## src/hdl/drsc_pkg.sv

```systemverilog
// Package for the dual rheostat serial command unit
package drsc_pkg;

    // ------------------------------------------------------------
    // Frame layout
    // ------------------------------------------------------------
    localparam int FRAME_BITS = 24;
    localparam int OPC_MSB = 23;
    localparam int OPC_LSB = 20;
    localparam int ADR_MSB = 19;
    localparam int ADR_LSB = 16;
    localparam int DAT_MSB = 15;
    localparam int WIPER_BITS = 10;
    localparam int NV_DEPTH = 16;

    // ------------------------------------------------------------
    // Wiper codes
    // ------------------------------------------------------------
    localparam logic [9:0] WIPER_FULL = 10'h3ff;
    localparam logic [9:0] WIPER_MID = 10'h200;
    localparam logic [9:0] WIPER_ONE = 10'h001;
    localparam logic [9:0] WIPER_ZERO = 10'h000;
    localparam logic [15:0] NV_MID = 16'h0200;
    // Factory word in the reserved slot, arbitrary value
    localparam logic [15:0] NV_FACTORY = 16'h0000;
    localparam logic [3:0] NV_RESERVED = 4'hf;
    localparam logic [3:0] NV_USER_LO = 4'h2;
    localparam logic [4:0] BIT_CNT_MAX = 5'h18;

    // ------------------------------------------------------------
    // Timing
    // ------------------------------------------------------------
    localparam int CLK_MHZ = 250;
    localparam int SAVE_MS = 25;
    localparam int RESTORE_US = 1;
    localparam int SAVE_CYCLES = SAVE_MS * 1000 * CLK_MHZ;
    localparam int RESTORE_CYCLES = RESTORE_US * CLK_MHZ;

    // ------------------------------------------------------------
    // Opcodes
    // ------------------------------------------------------------
    typedef enum logic [3:0] {
        OP_NOP = 4'h0, OP_RESTORE = 4'h1, OP_SAVE = 4'h2,
        OP_NVWRITE = 4'h3, OP_SHR = 4'h4, OP_SHR_ALL = 4'h5,
        OP_DEC = 4'h6, OP_DEC_ALL = 4'h7, OP_RELOAD_ALL = 4'h8,
        OP_READ_NV = 4'h9, OP_READ_WIPER = 4'ha, OP_WRITE = 4'hb,
        OP_SHL = 4'hc, OP_SHL_ALL = 4'hd, OP_INC = 4'he,
        OP_INC_ALL = 4'hf
    } drsc_op_t;

    typedef struct packed {
        drsc_op_t opcode;
        logic [3:0] addr;
        logic [15:0] data;
    } drsc_frame_t;

endpackage

```

## src/hdl/drsc_unit.sv

```systemverilog
// Serial command unit for a dual programmable rheostat
// Notes on behaviour
// - Frame is opcode, address, sixteen data bits
// - Bits captured on rising clock, MSB first
// - Command acts when chip select rises
// - Opcode 0 changes no wiper or store, clears read state
// - Opcode 1 restores selected wiper, read state
// - Opcode 2 saves selected wiper to store
// - Opcode 3 writes data word to store
// - Preset slots keep all sixteen bits, reload uses low ten
// - Opcodes 4,5 right shift, saturate at zero
// - Opcodes 6,7 decrement, floor at zero
// - Opcodes 14,15 increment, ceiling all ones
// - Opcodes 12,13 double, saturate at 1023
// - Zero shifts to one, midscale up fullscale
// - Opcode 8 reloads both wipers
// - Opcodes 9,10 load readback into data field
// - Opcode 11 writes D9..D0 to wiper
// - Otherwise output repeats last 24 bits
// - Readback appears in the following frame
// - Step and shift opcodes ignore data
// - Power-up loads wipers; preset slots hold midscale
// - Save takes 25 ms, locked, ready shows
// - Preset low forces midscale, release while idle reloads
// - Write-protect blocks changes except restores and reloads
// - Serial output released while select high
// - Slot 15 read-only; user slots 2..14
`timescale 1ns/100ps
module drsc_unit
    import drsc_pkg::*;
#(
    parameter int SaveCycles = SAVE_CYCLES,
    parameter int RestoreCycles = RESTORE_CYCLES
) (
    input wire logic mclk,
    input wire logic rst_n,
    input wire logic sclk,
    input wire logic sdi,
    input wire logic cs_n,
    input wire logic preset_strobe_n,
    input wire logic write_protect_n,
    output logic sdo_o,
    output logic sdo_oe,
    output logic rdy_o,
    output logic rdy_oe,
    output logic [9:0] channel1_wiper_terminal,
    output logic [9:0] channel2_wiper_terminal,
    output logic read_power_state
);

    // ------------------------------------------------------------
    // Input synchronisers
    // ------------------------------------------------------------
    logic [4:0] sync1Q, sync2Q;
    logic sclkPrevQ, csPrevQ;
    always_ff @(posedge mclk or negedge rst_n) begin
        if (!rst_n) begin
            sync1Q <= 5'h07;
            sync2Q <= 5'h07;
            sclkPrevQ <= 1'b0;
            csPrevQ <= 1'b1;
        end else begin
            sync1Q <= {sclk, sdi, cs_n, preset_strobe_n, write_protect_n};
            sync2Q <= sync1Q;
            sclkPrevQ <= sync2Q[4];
            csPrevQ <= sync2Q[2];
        end
    end
    wire logic sclkS = sync2Q[4];
    wire logic sdiS = sync2Q[3];
    wire logic csS = sync2Q[2];
    wire logic presetS = sync2Q[1];
    wire logic wpS = sync2Q[0];
    wire logic sclkRise = sclkS && !sclkPrevQ;
    wire logic sclkFall = !sclkS && sclkPrevQ;
    wire logic csRise = csS && !csPrevQ;

    // ------------------------------------------------------------
    // Shift register and serial output
    // ------------------------------------------------------------
    typedef enum {ST_BOOT, ST_IDLE, ST_SAVE, ST_RESTORE} drsc_state_t;
    drsc_state_t stateQ;
    logic [23:0] shiftQ;
    logic sdoQ;
    logic [4:0] bitCntQ;
    wire logic busy = (stateQ != ST_IDLE);
    wire logic locked = (stateQ == ST_SAVE);
    drsc_frame_t frame;
    assign frame = drsc_frame_t'(shiftQ);

    logic [15:0] nvMem [NV_DEPTH];
    logic [9:0] wiperQ [2];
    logic loadRead;
    logic [15:0] readWord;

    always_ff @(posedge mclk or negedge rst_n) begin
        if (!rst_n) begin
            shiftQ <= '0;
            sdoQ <= 1'b1;
            bitCntQ <= '0;
        end else if (loadRead) begin
            shiftQ[DAT_MSB:0] <= readWord;
        end else if (!csS && !locked && sclkRise) begin
            shiftQ <= {shiftQ[22:0], sdiS};
            if (bitCntQ != BIT_CNT_MAX)
                bitCntQ <= bitCntQ + 5'h01;
        end else if (!csS && sclkFall) begin
            sdoQ <= shiftQ[FRAME_BITS-1];
        end else if (csS) begin
            bitCntQ <= '0;
            sdoQ <= shiftQ[FRAME_BITS-1];
        end
    end
    // Open drain: drive only low, released while deselected
    assign sdo_o = 1'b0;
    assign sdo_oe = !csS && !sdoQ;

    // ------------------------------------------------------------
    // Wiper arithmetic
    // ------------------------------------------------------------
    function automatic logic [9:0] stepOp(drsc_op_t op, logic [9:0] v);
        logic [9:0] r;
        r = v;
        unique case (op)
            OP_SHR, OP_SHR_ALL: r = v >> 1;
            OP_DEC, OP_DEC_ALL:
                r = (v == WIPER_ZERO) ? v : v - WIPER_ONE;
            OP_INC, OP_INC_ALL:
                r = (v == WIPER_FULL) ? v : v + WIPER_ONE;
            OP_SHL, OP_SHL_ALL: begin
                if (v == WIPER_ZERO) r = WIPER_ONE;
                else if (v >= WIPER_MID) r = WIPER_FULL;
                else r = v << 1;
            end
            default: r = v;
        endcase
        return r;
    endfunction

    wire drsc_op_t op = frame.opcode;
    wire logic ch = frame.addr[0];
    wire logic [3:0] nvAddr = frame.addr;
    wire logic doCmd = csRise && !busy;
    wire logic modOk = wpS;
    wire logic isStep = (op == OP_SHR) || (op == OP_DEC) ||
        (op == OP_INC) || (op == OP_SHL);
    wire logic isStepAll = (op == OP_SHR_ALL) || (op == OP_DEC_ALL) ||
        (op == OP_INC_ALL) || (op == OP_SHL_ALL);
    wire logic nvWrOk = (nvAddr != NV_RESERVED);
    assign readWord = (op == OP_READ_NV) ? nvMem[nvAddr] :
        {6'h00, wiperQ[ch]};
    assign loadRead = doCmd &&
        ((op == OP_READ_NV) || (op == OP_READ_WIPER));

    // ------------------------------------------------------------
    // Control state machine
    // ------------------------------------------------------------
    logic [31:0] timerQ;
    logic presetPrevQ, reloadAllQ, saveChQ, readPwrQ;
    logic [3:0] saveAddrQ;
    logic [15:0] saveDataQ;
    wire logic presetRise = presetS && !presetPrevQ;

    always_ff @(posedge mclk or negedge rst_n) begin
        if (!rst_n) begin
            stateQ <= ST_BOOT;
            timerQ <= '0;
            presetPrevQ <= 1'b1;
            reloadAllQ <= 1'b1;
            saveChQ <= 1'b0;
            saveAddrQ <= '0;
            saveDataQ <= '0;
            readPwrQ <= 1'b0;
        end else begin
            presetPrevQ <= presetS;
            unique case (stateQ)
                ST_BOOT: begin
                    reloadAllQ <= 1'b1;
                    timerQ <= 32'(RestoreCycles);
                    stateQ <= ST_RESTORE;
                end
                ST_IDLE: begin
                    if (presetRise) begin
                        reloadAllQ <= 1'b1;
                        timerQ <= 32'(RestoreCycles);
                        stateQ <= ST_RESTORE;
                    end else if (doCmd) begin
                        readPwrQ <= (op == OP_RESTORE);
                        if (op == OP_RESTORE || op == OP_RELOAD_ALL) begin
                            reloadAllQ <= (op == OP_RELOAD_ALL);
                            saveChQ <= ch;
                            timerQ <= 32'(RestoreCycles);
                            stateQ <= ST_RESTORE;
                        end else if (modOk && (op == OP_SAVE ||
                            (op == OP_NVWRITE && nvWrOk))) begin
                            saveAddrQ <= (op == OP_SAVE) ? {3'h0, ch} : nvAddr;
                            saveDataQ <= (op == OP_SAVE) ?
                                {6'h00, wiperQ[ch]} : frame.data;
                            timerQ <= 32'(SaveCycles);
                            stateQ <= ST_SAVE;
                        end
                    end
                end
                ST_SAVE, ST_RESTORE: begin
                    if (timerQ <= 32'h1)
                        stateQ <= ST_IDLE;
                    else
                        timerQ <= timerQ - 32'h1;
                end
            endcase
        end
    end
    assign read_power_state = readPwrQ;
    // Ready is high when idle with preset high; open drain pulls low while busy or preset low
    assign rdy_o = 1'b0;
    assign rdy_oe = busy || !presetS;

    // ------------------------------------------------------------
    // Store and wipers
    // ------------------------------------------------------------
    wire logic saveDone = (stateQ == ST_SAVE) && (timerQ <= 32'h1);
    wire logic restDone = (stateQ == ST_RESTORE) && (timerQ <= 32'h1);

    // Power-on store: midscale presets, other slots blank
    always_ff @(posedge mclk or negedge rst_n) begin
        if (!rst_n) begin
            for (int i = 0; i < NV_DEPTH; i++) begin
                nvMem[i] <= (i < int'(NV_USER_LO)) ?
                    NV_MID : NV_FACTORY;
            end
        end else if (saveDone) begin
            nvMem[saveAddrQ] <= saveDataQ;
        end
    end

    generate
        for (genvar c = 0; c < 2; c++) begin : g_wiper
            localparam logic ChIdx = 1'(c);
            wire logic sel = isStepAll || (isStep && ch == ChIdx);
            always_ff @(posedge mclk or negedge rst_n) begin
                if (!rst_n) begin
                    wiperQ[c] <= WIPER_MID;
                end else if (!presetS) begin
                    wiperQ[c] <= WIPER_MID;
                end else if (restDone && (reloadAllQ || saveChQ == ChIdx)) begin
                    wiperQ[c] <= nvMem[c][9:0];
                end else if (doCmd && modOk) begin
                    if (op == OP_WRITE && ch == ChIdx)
                        wiperQ[c] <= frame.data[9:0];
                    else if (sel)
                        wiperQ[c] <= stepOp(op, wiperQ[c]);
                end
            end
        end
    endgenerate
    assign channel1_wiper_terminal = wiperQ[0];
    assign channel2_wiper_terminal = wiperQ[1];
endmodule // drsc_unit

```

## config.mk

```make
export PLATFORM = sky130hd
export DESIGN_NAME = drsc_unit
export DESIGN_NICKNAME = d
export VERILOG_FILES = /design/src/hdl/drsc_pkg.sv /design/src/hdl/drsc_unit.sv
export SDC_FILE = /design/constraint.sdc
export NUM_CORES = 1
export LEC_CHECK = 0
export BUFFER_PORTS_ARGS = -buffer_cell sky130_fd_sc_hd__buf_4
export CAP_MARGIN = 20
export CORE_MARGIN = 1
export CORE_UTILIZATION = 65
export DETAILED_ROUTE_END_ITERATION = 6
export MAX_ROUTING_LAYER = met4
export PLACE_DENSITY = 0.83
export SLEW_MARGIN = 30
export SYNTH_ARGS = -nofsm -noshare
export SYNTH_HDL_FRONTEND = slang
export SYNTH_SLANG_ARGS = --single-unit
```

## constraint.sdc

```tcl
create_clock -name mclk -period 7.8 [get_ports mclk]
set_input_delay 1.56 -clock mclk [delete_from_list [all_inputs] [get_ports mclk]]
set_output_delay 1.56 -clock mclk [all_outputs]
set_load 0.03 [all_outputs]
```

==> results of run 1 <==
## flip-flops by register name, indices dropped and copies added, names as in the netlist, 4 cells and up
signal / flops
saveAddrQ: 4
nvMem: 256
sync2Q: 5
sync1Q: 5
channel1_wiper_terminal: 10
channel2_wiper_terminal: 10
frame: 24
saveDataQ: 16
timerQ: 32
## how the worst max path moves through the flow
stage | start | endpoint | slack [ns]
4_1_cts | stateQ[1] | nvMem[142] | 4.08
2_1_floorplan | sync2Q[1] | rdy_oe | 4.97
5_1_grt | stateQ[1] | nvMem[184] | 3.99
3_5_place_dp | stateQ[1] | nvMem[142] | 4.12
6_report | stateQ[1] | nvMem[123] | 4.10
3_3_place_gp | stateQ[1] | nvMem[142] | 4.21
## synthesized netlist by cell type, drive strengths merged, types with 6 or more instances
master   instances
dfrtp          357
mux2           263
nand2          125
clkbuf          98
o21ai           96
mux4            80
nor2            52
a21oi           33
inv             30
nand3           30
buf             29
nor3            28
a31oi           19
or3             19
or4             19
nand4           17
nor4            15
a22oi           14
dfstp           14
a211oi          13
mux2i           13
o211ai          13
o221ai           9
nor2b            8
o2bb2ai          8
xnor2            7
a221o            6
a221oi           6
and3             6
o22ai            6
xor2             6
## cell usage in the layout (no fill, tap or decap), drive strengths merged, types with 15 or more instances in the layout
| master | instances |
|---|---|
| a21oi | 33 |
| clkbuf | 55 |
| o21ai | 96 |
| or3 | 19 |
| inv | 30 |
| buf | 44 |
| nor2 | 52 |
| dfrtp | 357 |
| mux2 | 263 |
| a31oi | 19 |
| nor3 | 28 |
| mux4 | 80 |
| nor4 | 15 |
| nand4 | 17 |
| nand3 | 30 |
| or4 | 19 |
| nand2 | 125 |
## stage by stage
stage / power, mW / instance area, µm²
finish: 3.90 / 20400
global route: 4.01 / 20400
CTS: 3.92 / 20400
detailed placement: 2.07 / 19100
global placement: 2.07 / 19100
floorplan: 2.01 / 18800
## logic make-up (layout without fill, tap and decap cells)
logic type	count (synthesis)	after routing	share of synthesized area
fa+ha+maj	4	4	0.00266
buf+inv	158	145	0.0355
xor+xnor	13	13	0.00606
flops	371	371	0.495
other cells	1	2	0.000200
compound gates	269	269	0.0936
simple gates	351	351	0.103
mux	356	356	0.264
## final cells by class
class,count,area [µm²],area share
Clock inverter,15,179,0.00876
Inverter,31,116,0.00570
Tap cell,378,473,0.0232
Timing Repair Buffer,44,358,0.0175
Multi-Input combinational cell,995,8860,0.434
Clock buffer,55,1120,0.0551
Sequential cell,371,9310,0.456
## power groups by stage
| stage | sequential, mW | clock, mW | combinational, mW |
|---|---|---|---|
| after floorplan | 1.99 | 0 | 0.0234 |
| after global placement | 2.00 | 0 | 0.0683 |
| after detailed placement | 2.00 | 0 | 0.0703 |
| after CTS | 1.97 | 1.88 | 0.0708 |
| after global routing | 1.97 | 1.96 | 0.0798 |
| final | 1.97 | 1.86 | 0.0687 |
## worst max-delay path: stages, from the launching register on
cell and delay, ns:
dfrtp_1 0.91, clkinv_1 0.85, nor3_2 0.55, nand2_1 0.70, mux2_2 0.54
## routing by layer
metal | GRT usage | part of all wire | vias to the layer above | routed length [µm]
li1 | - | - | 5629 | -
met1 | 0.450 | 0.41 | 6807 | 19200
met2 | 0.544 | 0.49 | 596 | 23000
met3 | 0.0501 | 0.064 | 124 | 3000
met4 | 0.130 | 0.035 | 0 | 1640
met5 | - | 0 | - | 0
==> flow_metrics.tcl, run 1 <==
set metrics [dict create \
    outcome "finished, final reports clean" \
    pwr-share-seq 0.505 \
    vias 13200 \
    syn_area_per_cell_um2 12.3 \
    layout.cells.non_filler 1889 \
    cts_root_buf "clkbuf_16" \
    cp_max_fo 27 \
    period_share 0.475 \
    insertedDiodeCount 0 \
    hold_path_class "reg -> reg" \
    cts-hold-fix-buffers 0 \
    grt_max_degree 125 \
    nets 1492 \
    via_per_inst 6.96 \
    tightestPinTransition_ns 1.04 \
    numPortBuffers 29 \
    drv_slew 0 \
    synthesis.area_um2 18800 \
    cts_buffers 38 \
    final_util 0.727 \
    synth_flop_cell "dfrtp_1" \
    gp_congestion 0.958 \
    cts_setup_buffers 0 \
    fin_tns_setup_ns 0 \
    track_usage 0.342 \
    power.share.clock 0.478 \
    chipWidth_um 172 \
    setup_slack_ns 4.10 \
    max_slew_margin 0.304 \
    place_ws_ns 4.12 \
    yosys.area.top_type "dfrtp_1" \
    layout_min_cycle_time_ns 3.70 \
    endpoint_kind "flip-flop" \
    die_h_um 172 \
    place_inst 1819 \
    hold_start "sync1Q[3]" \
    dp_hpwl_um 28900 \
    drt_wl_total_um 46800 \
    hold_viol_final 0 \
    yosys_warnings 0 \
    cts-htree-levels 2 \
    synthTopCellsByArea "dfrtp_1, mux2_2, mux4_2, o21ai_0, nand2_1" \
    dr.pass1.iters 6 \
    drive_above_1_share 0.308 \
    cts_tree "yes" \
    fmax_mhz 270 \
    core_region_area_um2 28100 \
    initial_core_util 0.669 \
    die-area_um2 29600 \
    p_sw_uw 860 \
    synth_top_area_frac 0.475 \
    path_class "reg -> reg" \
    cp.required_ns 8.21 \
    rsz0062_at_grt "no" \
    p_per_area_nw_per_um2 191 \
    antenna_found_initial 0 \
    r2r_cells 4 \
    combPwrFrac 0.018 \
    drt_iter0_drc 1541 \
    r2r-end "nvMem[123]" \
    hold_depth 0 \
    path_clk_slew_ns 0.06 \
    overflow 0 \
    syn_inst 1523 \
    ff2ff_setup_slack_ns 4.10 \
    crit_path_start_kind "flip-flop" \
    grt_pass1_wl_um 74800 \
    area_growth_pct 8.63 \
    clockBufferDepth 3 \
    hold_end "sync2Q[3]" \
    first_global_vias 13300 \
    synth-seq-area-share 0.495 \
    final_antenna_net_count 0 \
    io-pin-count 32 \
    cts_resized 0 \
    fin_skew_ns 0.0275 \
    hold-worst-slack_ns 0.355 \
    nFillCells 1841 \
    setup_viol 0 \
    drv_cap 0 \
    arrival_ns 4.12 \
    async_reset_ff_frac 1.00 \
    sw_frac_of_total 0.221 \
    r2r-start "stateQ[1]" \
    ir_drop_mv 0.224 \
    intPower_mw 3.04 \
    synth-edff-count 0 \
    clock_sink_count 371 \
    cellLeakagePower_nw 9.36 \
    drcViolationCount 0 \
    wl_per_cell_um 24.8 \
    num_rows 61 \
    clkLatencyLatePin_ns 0.55 \
    ys_types 84 \
    ys_ff_latch 371 \
]
(Power assumes the default switching activity.)
==> inputs of run 2 (changes only) <==
CORE_UTILIZATION = 63   (was 65)
PLACE_DENSITY = 0.81   (was 0.83)
clock period = 3.7 ns   (was 7.8 ns; I/O delays follow)
==> run 2 against run 1 <==
Final area up 1.1%. Combinational power up 130%. Clock power up 110%. Utilization down 1.5 points. Maximum frequency up 19%. Sequential cell count unchanged. Count of clock-buffer cells in the layout up 5. Power up 110%. Sequential share of layout area down 0.50 points. Final cell count up 1.9%.
==> flow_metrics.tcl, run 2 (synthesized netlist as in run 1, its figures left out) <==
set metrics [dict create \
    path_clk_slew_ns 0.06 \
    initial_core_util 0.648 \
    regMostFlops "nvMem" \
    chipWidth_um 175 \
    clockBufferDepth 3 \
    place_ws_ns 0.622 \
    r2r-end "nvMem[8]" \
    endpoint_kind "flip-flop" \
    crit_family "simple AND/OR/NAND/NOR gates" \
    gp_congestion 1.01 \
    hold_viol_final 0 \
    area_growth_pct 9.84 \
    outcome "finished, final reports clean" \
    antenna_found_initial 0 \
    cellLeakagePower_nw 9.50 \
    fin_tns_setup_ns 0 \
    cts_resized 0 \
    cpPeakStageDelay_ns 0.60 \
    period_share 0.838 \
    placed_cell_area_um2 19400 \
    cts_setup_buffers 0 \
    cts_buffers 38 \
    max_slew_margin 0.392 \
    cts_tree "yes" \
    tightestPinTransition_ns 0.910 \
    final_common_cell "dfrtp_1" \
    setup_slack_ns 0.599 \
    clkLatencyLatePin_ns 0.53 \
    cp_slowest_cell "nor4_4" \
    ir_drop_mv 0.369 \
    cp_max_fo 16 \
    first_global_vias 13600 \
    num_rows 62 \
    die_h_um 175 \
    wl_per_cell_um 25.2 \
    drt_wl_total_um 48400 \
    cts-htree-levels 2 \
    track_usage 0.338 \
    drv_slew 0 \
    ff2ff_setup_slack_ns 0.60 \
    cp-endpoint "nvMem[8]" \
    cp_num_cells 6 \
    crit_buf_inv 0 \
    rsz0062_at_grt "no" \
    dp_hpwl_um 31000 \
    final_util 0.712 \
    startpoint "timerQ[25]" \
    clock_sink_count 371 \
    setup_viol 0 \
    drv_cap 0 \
    fmax_mhz 322 \
    cp.required_ns 4.11 \
    path_class "reg -> reg" \
    fin_area_um2 20600 \
    overflow 0 \
    core_region_area_um2 29000 \
    cts-hold-fix-buffers 0 \
    insertedDiodeCount 0 \
    grt_pass1_wl_um 77800 \
    r2r_cells 6 \
    layout_min_cycle_time_ns 3.10 \
    largest_register_ffs 256 \
    drive_above_1_share 0.315 \
    p_per_area_nw_per_um2 396 \
    via_per_inst 6.95 \
    drcViolationCount 0 \
    hold_path_class "in -> async" \
    grt_max_degree 86 \
    die-area_um2 30500 \
    vias 13400 \
    final_cell_mix "dfrtp_1, mux2_2, nand2_1" \
    crit_chain "nor4_2, nand4_1, nand4b_4, nor4_4, nand3_4, mux2_4" \
    nets 1523 \
    fin_skew_ns 0.0144 \
    dr.pass1.iters 5 \
    cts_root_buf "clkbuf_16" \
    r2r-start "timerQ[25]" \
    crit_path_start_kind "flip-flop" \
    p_total_mw 8.18 \
    drt_iter0_drc 1285 \
    io-pin-count 32 \
    final_antenna_net_count 0 \
    numPortBuffers 29 \
    arrival_ns 3.51 \
]
-- run 2: cell types whose count changed in the layout (fill, tap and decap cells not counted), sizes merged --
cell,delta
clkbuf,+5
inv,+1
clkinv,-8
buf,+31
bufinv,+1
-- run 2: power breakdown --
group	total [mW]	leakage, nW	switching [mW]	internal [mW]
clock network	3.88	0.616	1.56	2.32
registers	4.14	5.08	0.0535	4.09
logic	0.159	3.80	0.118	0.0408
total	8.18	9.50	1.73	6.45
-- run 2: worst min path at each step --
stage / end / slack (ns) / cells after the start
CTS: timerQ[4] / 0.25 / 1
finish: timerQ[31] / 0.22 / 1
detailed placement: sync2Q[3] / 0.33 / 0
floorplan: sync2Q[3] / 0.33 / 0
global placement: sync2Q[3] / 0.33 / 0
global route: timerQ[25] / 0.26 / 1
-- run 2: final cells by class --
type,count,area (µm²)
Fill cell,1924,8370
Multi-Input combinational cell,995,8840
Sequential cell,371,9310
Clock buffer,60,1130
Inverter,31,116
Timing Repair Buffer,75,633
Tap cell,384,480
Clock inverter,9,126
-- run 2: per-stage QoR --
step	instances	hold WS (ns)
3_5_place_dp	1856	0.335
3_3_place_gp	1856	0.333
4_1_cts	1925	0.254
2_1_floorplan	1524	0.331
5_1_grt	1925	0.260
6_report	1925	0.220
-- run 2: layer usage --
metal | share of wire | global-route usage
met4 | 0.048 | 0.146
met2 | 0.48 | 0.528
met1 | 0.41 | 0.445
met3 | 0.065 | 0.0503
met5 | 0 | -
==> inputs of run 3 (changes only) <==
CORE_UTILIZATION = 57   (was 63)
PLACE_DENSITY = 0.77   (was 0.81)
clock period = 2.7 ns   (was 3.7 ns; I/O delays follow)
==> run 3 against run 2 <==
Via count fell by 0.84%. Power rose by 39%. First-iteration DRC count fell by 7.9%. Sequential power rose by 37%. Utilization fell by 5.2 points. Sequential cell count did not move. Largest power group unchanged. Highest routed layer unchanged.
==> flow_metrics.tcl, run 3 (synthesized netlist as in run 1, its figures left out) <==
set metrics [dict create \
    hold-worst-slack_ns 0.0118 \
    cellLeakagePower_nw 9.87 \
    grt_pass1_wl_um 76400 \
    final_common_cell "dfrtp_1" \
    path_class "reg -> reg" \
    path_clk_slew_ns 0.06 \
    ir_drop_mv 0.388 \
    final_cell_mix "dfrtp_1, mux2_2, buf_4" \
    hold_viol_final 0 \
    grt_max_degree 75 \
    crit_path_start_kind "flip-flop" \
    drv_slew 0 \
    final_antenna_net_count 0 \
    max_slew_margin 0.548 \
    io-pin-count 32 \
    drt_iter0_drc 1183 \
    placed_cell_area_um2 20000 \
    r2r-start "frame[22]" \
    numPortBuffers 29 \
    p_total_mw 11.4 \
    num_rows 66 \
    cpPeakStageDelay_ns 0.46 \
    dp_hpwl_um 31200 \
    r2r_cells 9 \
    fin_skew_ns 0.0175 \
    tightestPinTransition_ns 0.679 \
    cts_tree "yes" \
    dr.pass1.iters 5 \
    layout.cells.non_filler 2052 \
    die-area_um2 33700 \
    endpoint_kind "flip-flop" \
    vias 13300 \
    area_growth_pct 13.9 \
    seq_area_um2 9310 \
    crit_chain "and3_2, xnor2_1, ha_1, or4_1, or4_1, a21o_1, a21oi_1, o221ai_1, a21oi_1" \
    gp_congestion 0.982 \
    antenna_found_initial 1 \
    crit_family "simple AND/OR/NAND/NOR gates" \
    cts-hold-fix-buffers 0 \
    core_region_area_um2 32500 \
    clock_sink_count 371 \
    drt_wl_total_um 47700 \
    nets 1590 \
    drv_cap 0 \
    cts_root_buf "clkbuf_16" \
    clkLatencyLatePin_ns 0.54 \
    wl_per_cell_um 23.3 \
    die_h_um 184 \
    chipWidth_um 184 \
    drive_above_1_share 0.352 \
    via_per_inst 6.46 \
    layout_min_cycle_time_ns 2.61 \
    first_global_vias 13600 \
    initial_core_util 0.579 \
    largest_register_ffs 256 \
    crit_buf_inv 0 \
    cp_slowest_cell "or4_1" \
    drcViolationCount 0 \
    arrival_ns 3.06 \
    place_inst 1979 \
    cp.required_ns 3.15 \
    ff2ff_setup_slack_ns 0.09 \
    hold_path_class "in -> async" \
    fin_area_um2 21400 \
    fmax_mhz 383 \
    period_share 0.966 \
    setup_viol 0 \
    track_usage 0.302 \
    outcome "finished, final reports clean" \
    multi_input_area_um2 8880 \
    r2r-end "channel2_wiper_terminal[6]" \
    regMostFlops "nvMem" \
    nFillCells 2283 \
    cts_buffers 39 \
    overflow 0 \
    cp_max_fo 3 \
    p_per_area_nw_per_um2 531 \
    clockBufferDepth 3 \
    cts-htree-levels 2 \
]
[run 3: changes by cell type in the layout (fill, tap and decap cells not counted), sizes merged]
cell	change
inv	-1
buf	+66
clkbuf	-5
clkinvlp	+1
diode	+1
clkinv	+7
[run 3: how the worst max path moves through the flow]
stage / startpoint / slack [ns] / cells past startpoint / endpoint
CTS: frame[22] / 0.07 / 9 / channel2_wiper_terminal[8]
finish: frame[22] / 0.09 / 9 / channel2_wiper_terminal[6]
floorplan: frame[23] / 0.06 / 11 / channel2_wiper_terminal[6]
detailed placement: frame[22] / 0.08 / 9 / channel2_wiper_terminal[8]
global route: timerQ[1] / -0.007 / 8 / timerQ[30]
global placement: frame[22] / 0.13 / 9 / channel2_wiper_terminal[6]
[run 3: metrics by stage]
step           setup TNS [ns]  utilization  setup slack, ns
2_1_floorplan               0            -           0.0552
3_3_place_gp                0        0.617            0.129
3_5_place_dp                0        0.617           0.0834
4_1_cts                     0        0.658           0.0663
5_1_grt               -0.0105        0.659         -0.00652
6_report                    0        0.659           0.0921
[run 3: repair_timing]
| item | in CTS | in global routing |
|---|---|---|
| resized for setup | 0 | 7 |
| setup buffers | 0 | 1 |
| setup endpoints to repair | 0 | 45 |
[run 3: layout make-up]
type	count	area share
tap	442	0.0258
clock buffer	55	0.0531
multi-input combinational	995	0.415
sequential	371	0.435
inverter	31	0.00544
antenna	1	0.000117
timing repair buffer	141	0.0568
clock inverter	16	0.00854
[run 3: per-layer routing]
metal  share of wire  vias up  track usage
li1                -     5847            -
met1            0.42     6820        0.400
met2            0.49      476        0.480
met3           0.053      122       0.0386
met4           0.031        0        0.111
met5               0        -            -
[run 3: where the power goes]
part / internal [mW] / switching, mW / total, mW
combinational: 0.0679 / 0.164 / 0.231
clock: 3.24 / 2.22 / 5.46
sequential: 5.60 / 0.0699 / 5.67
total: 8.91 / 2.46 / 11.4
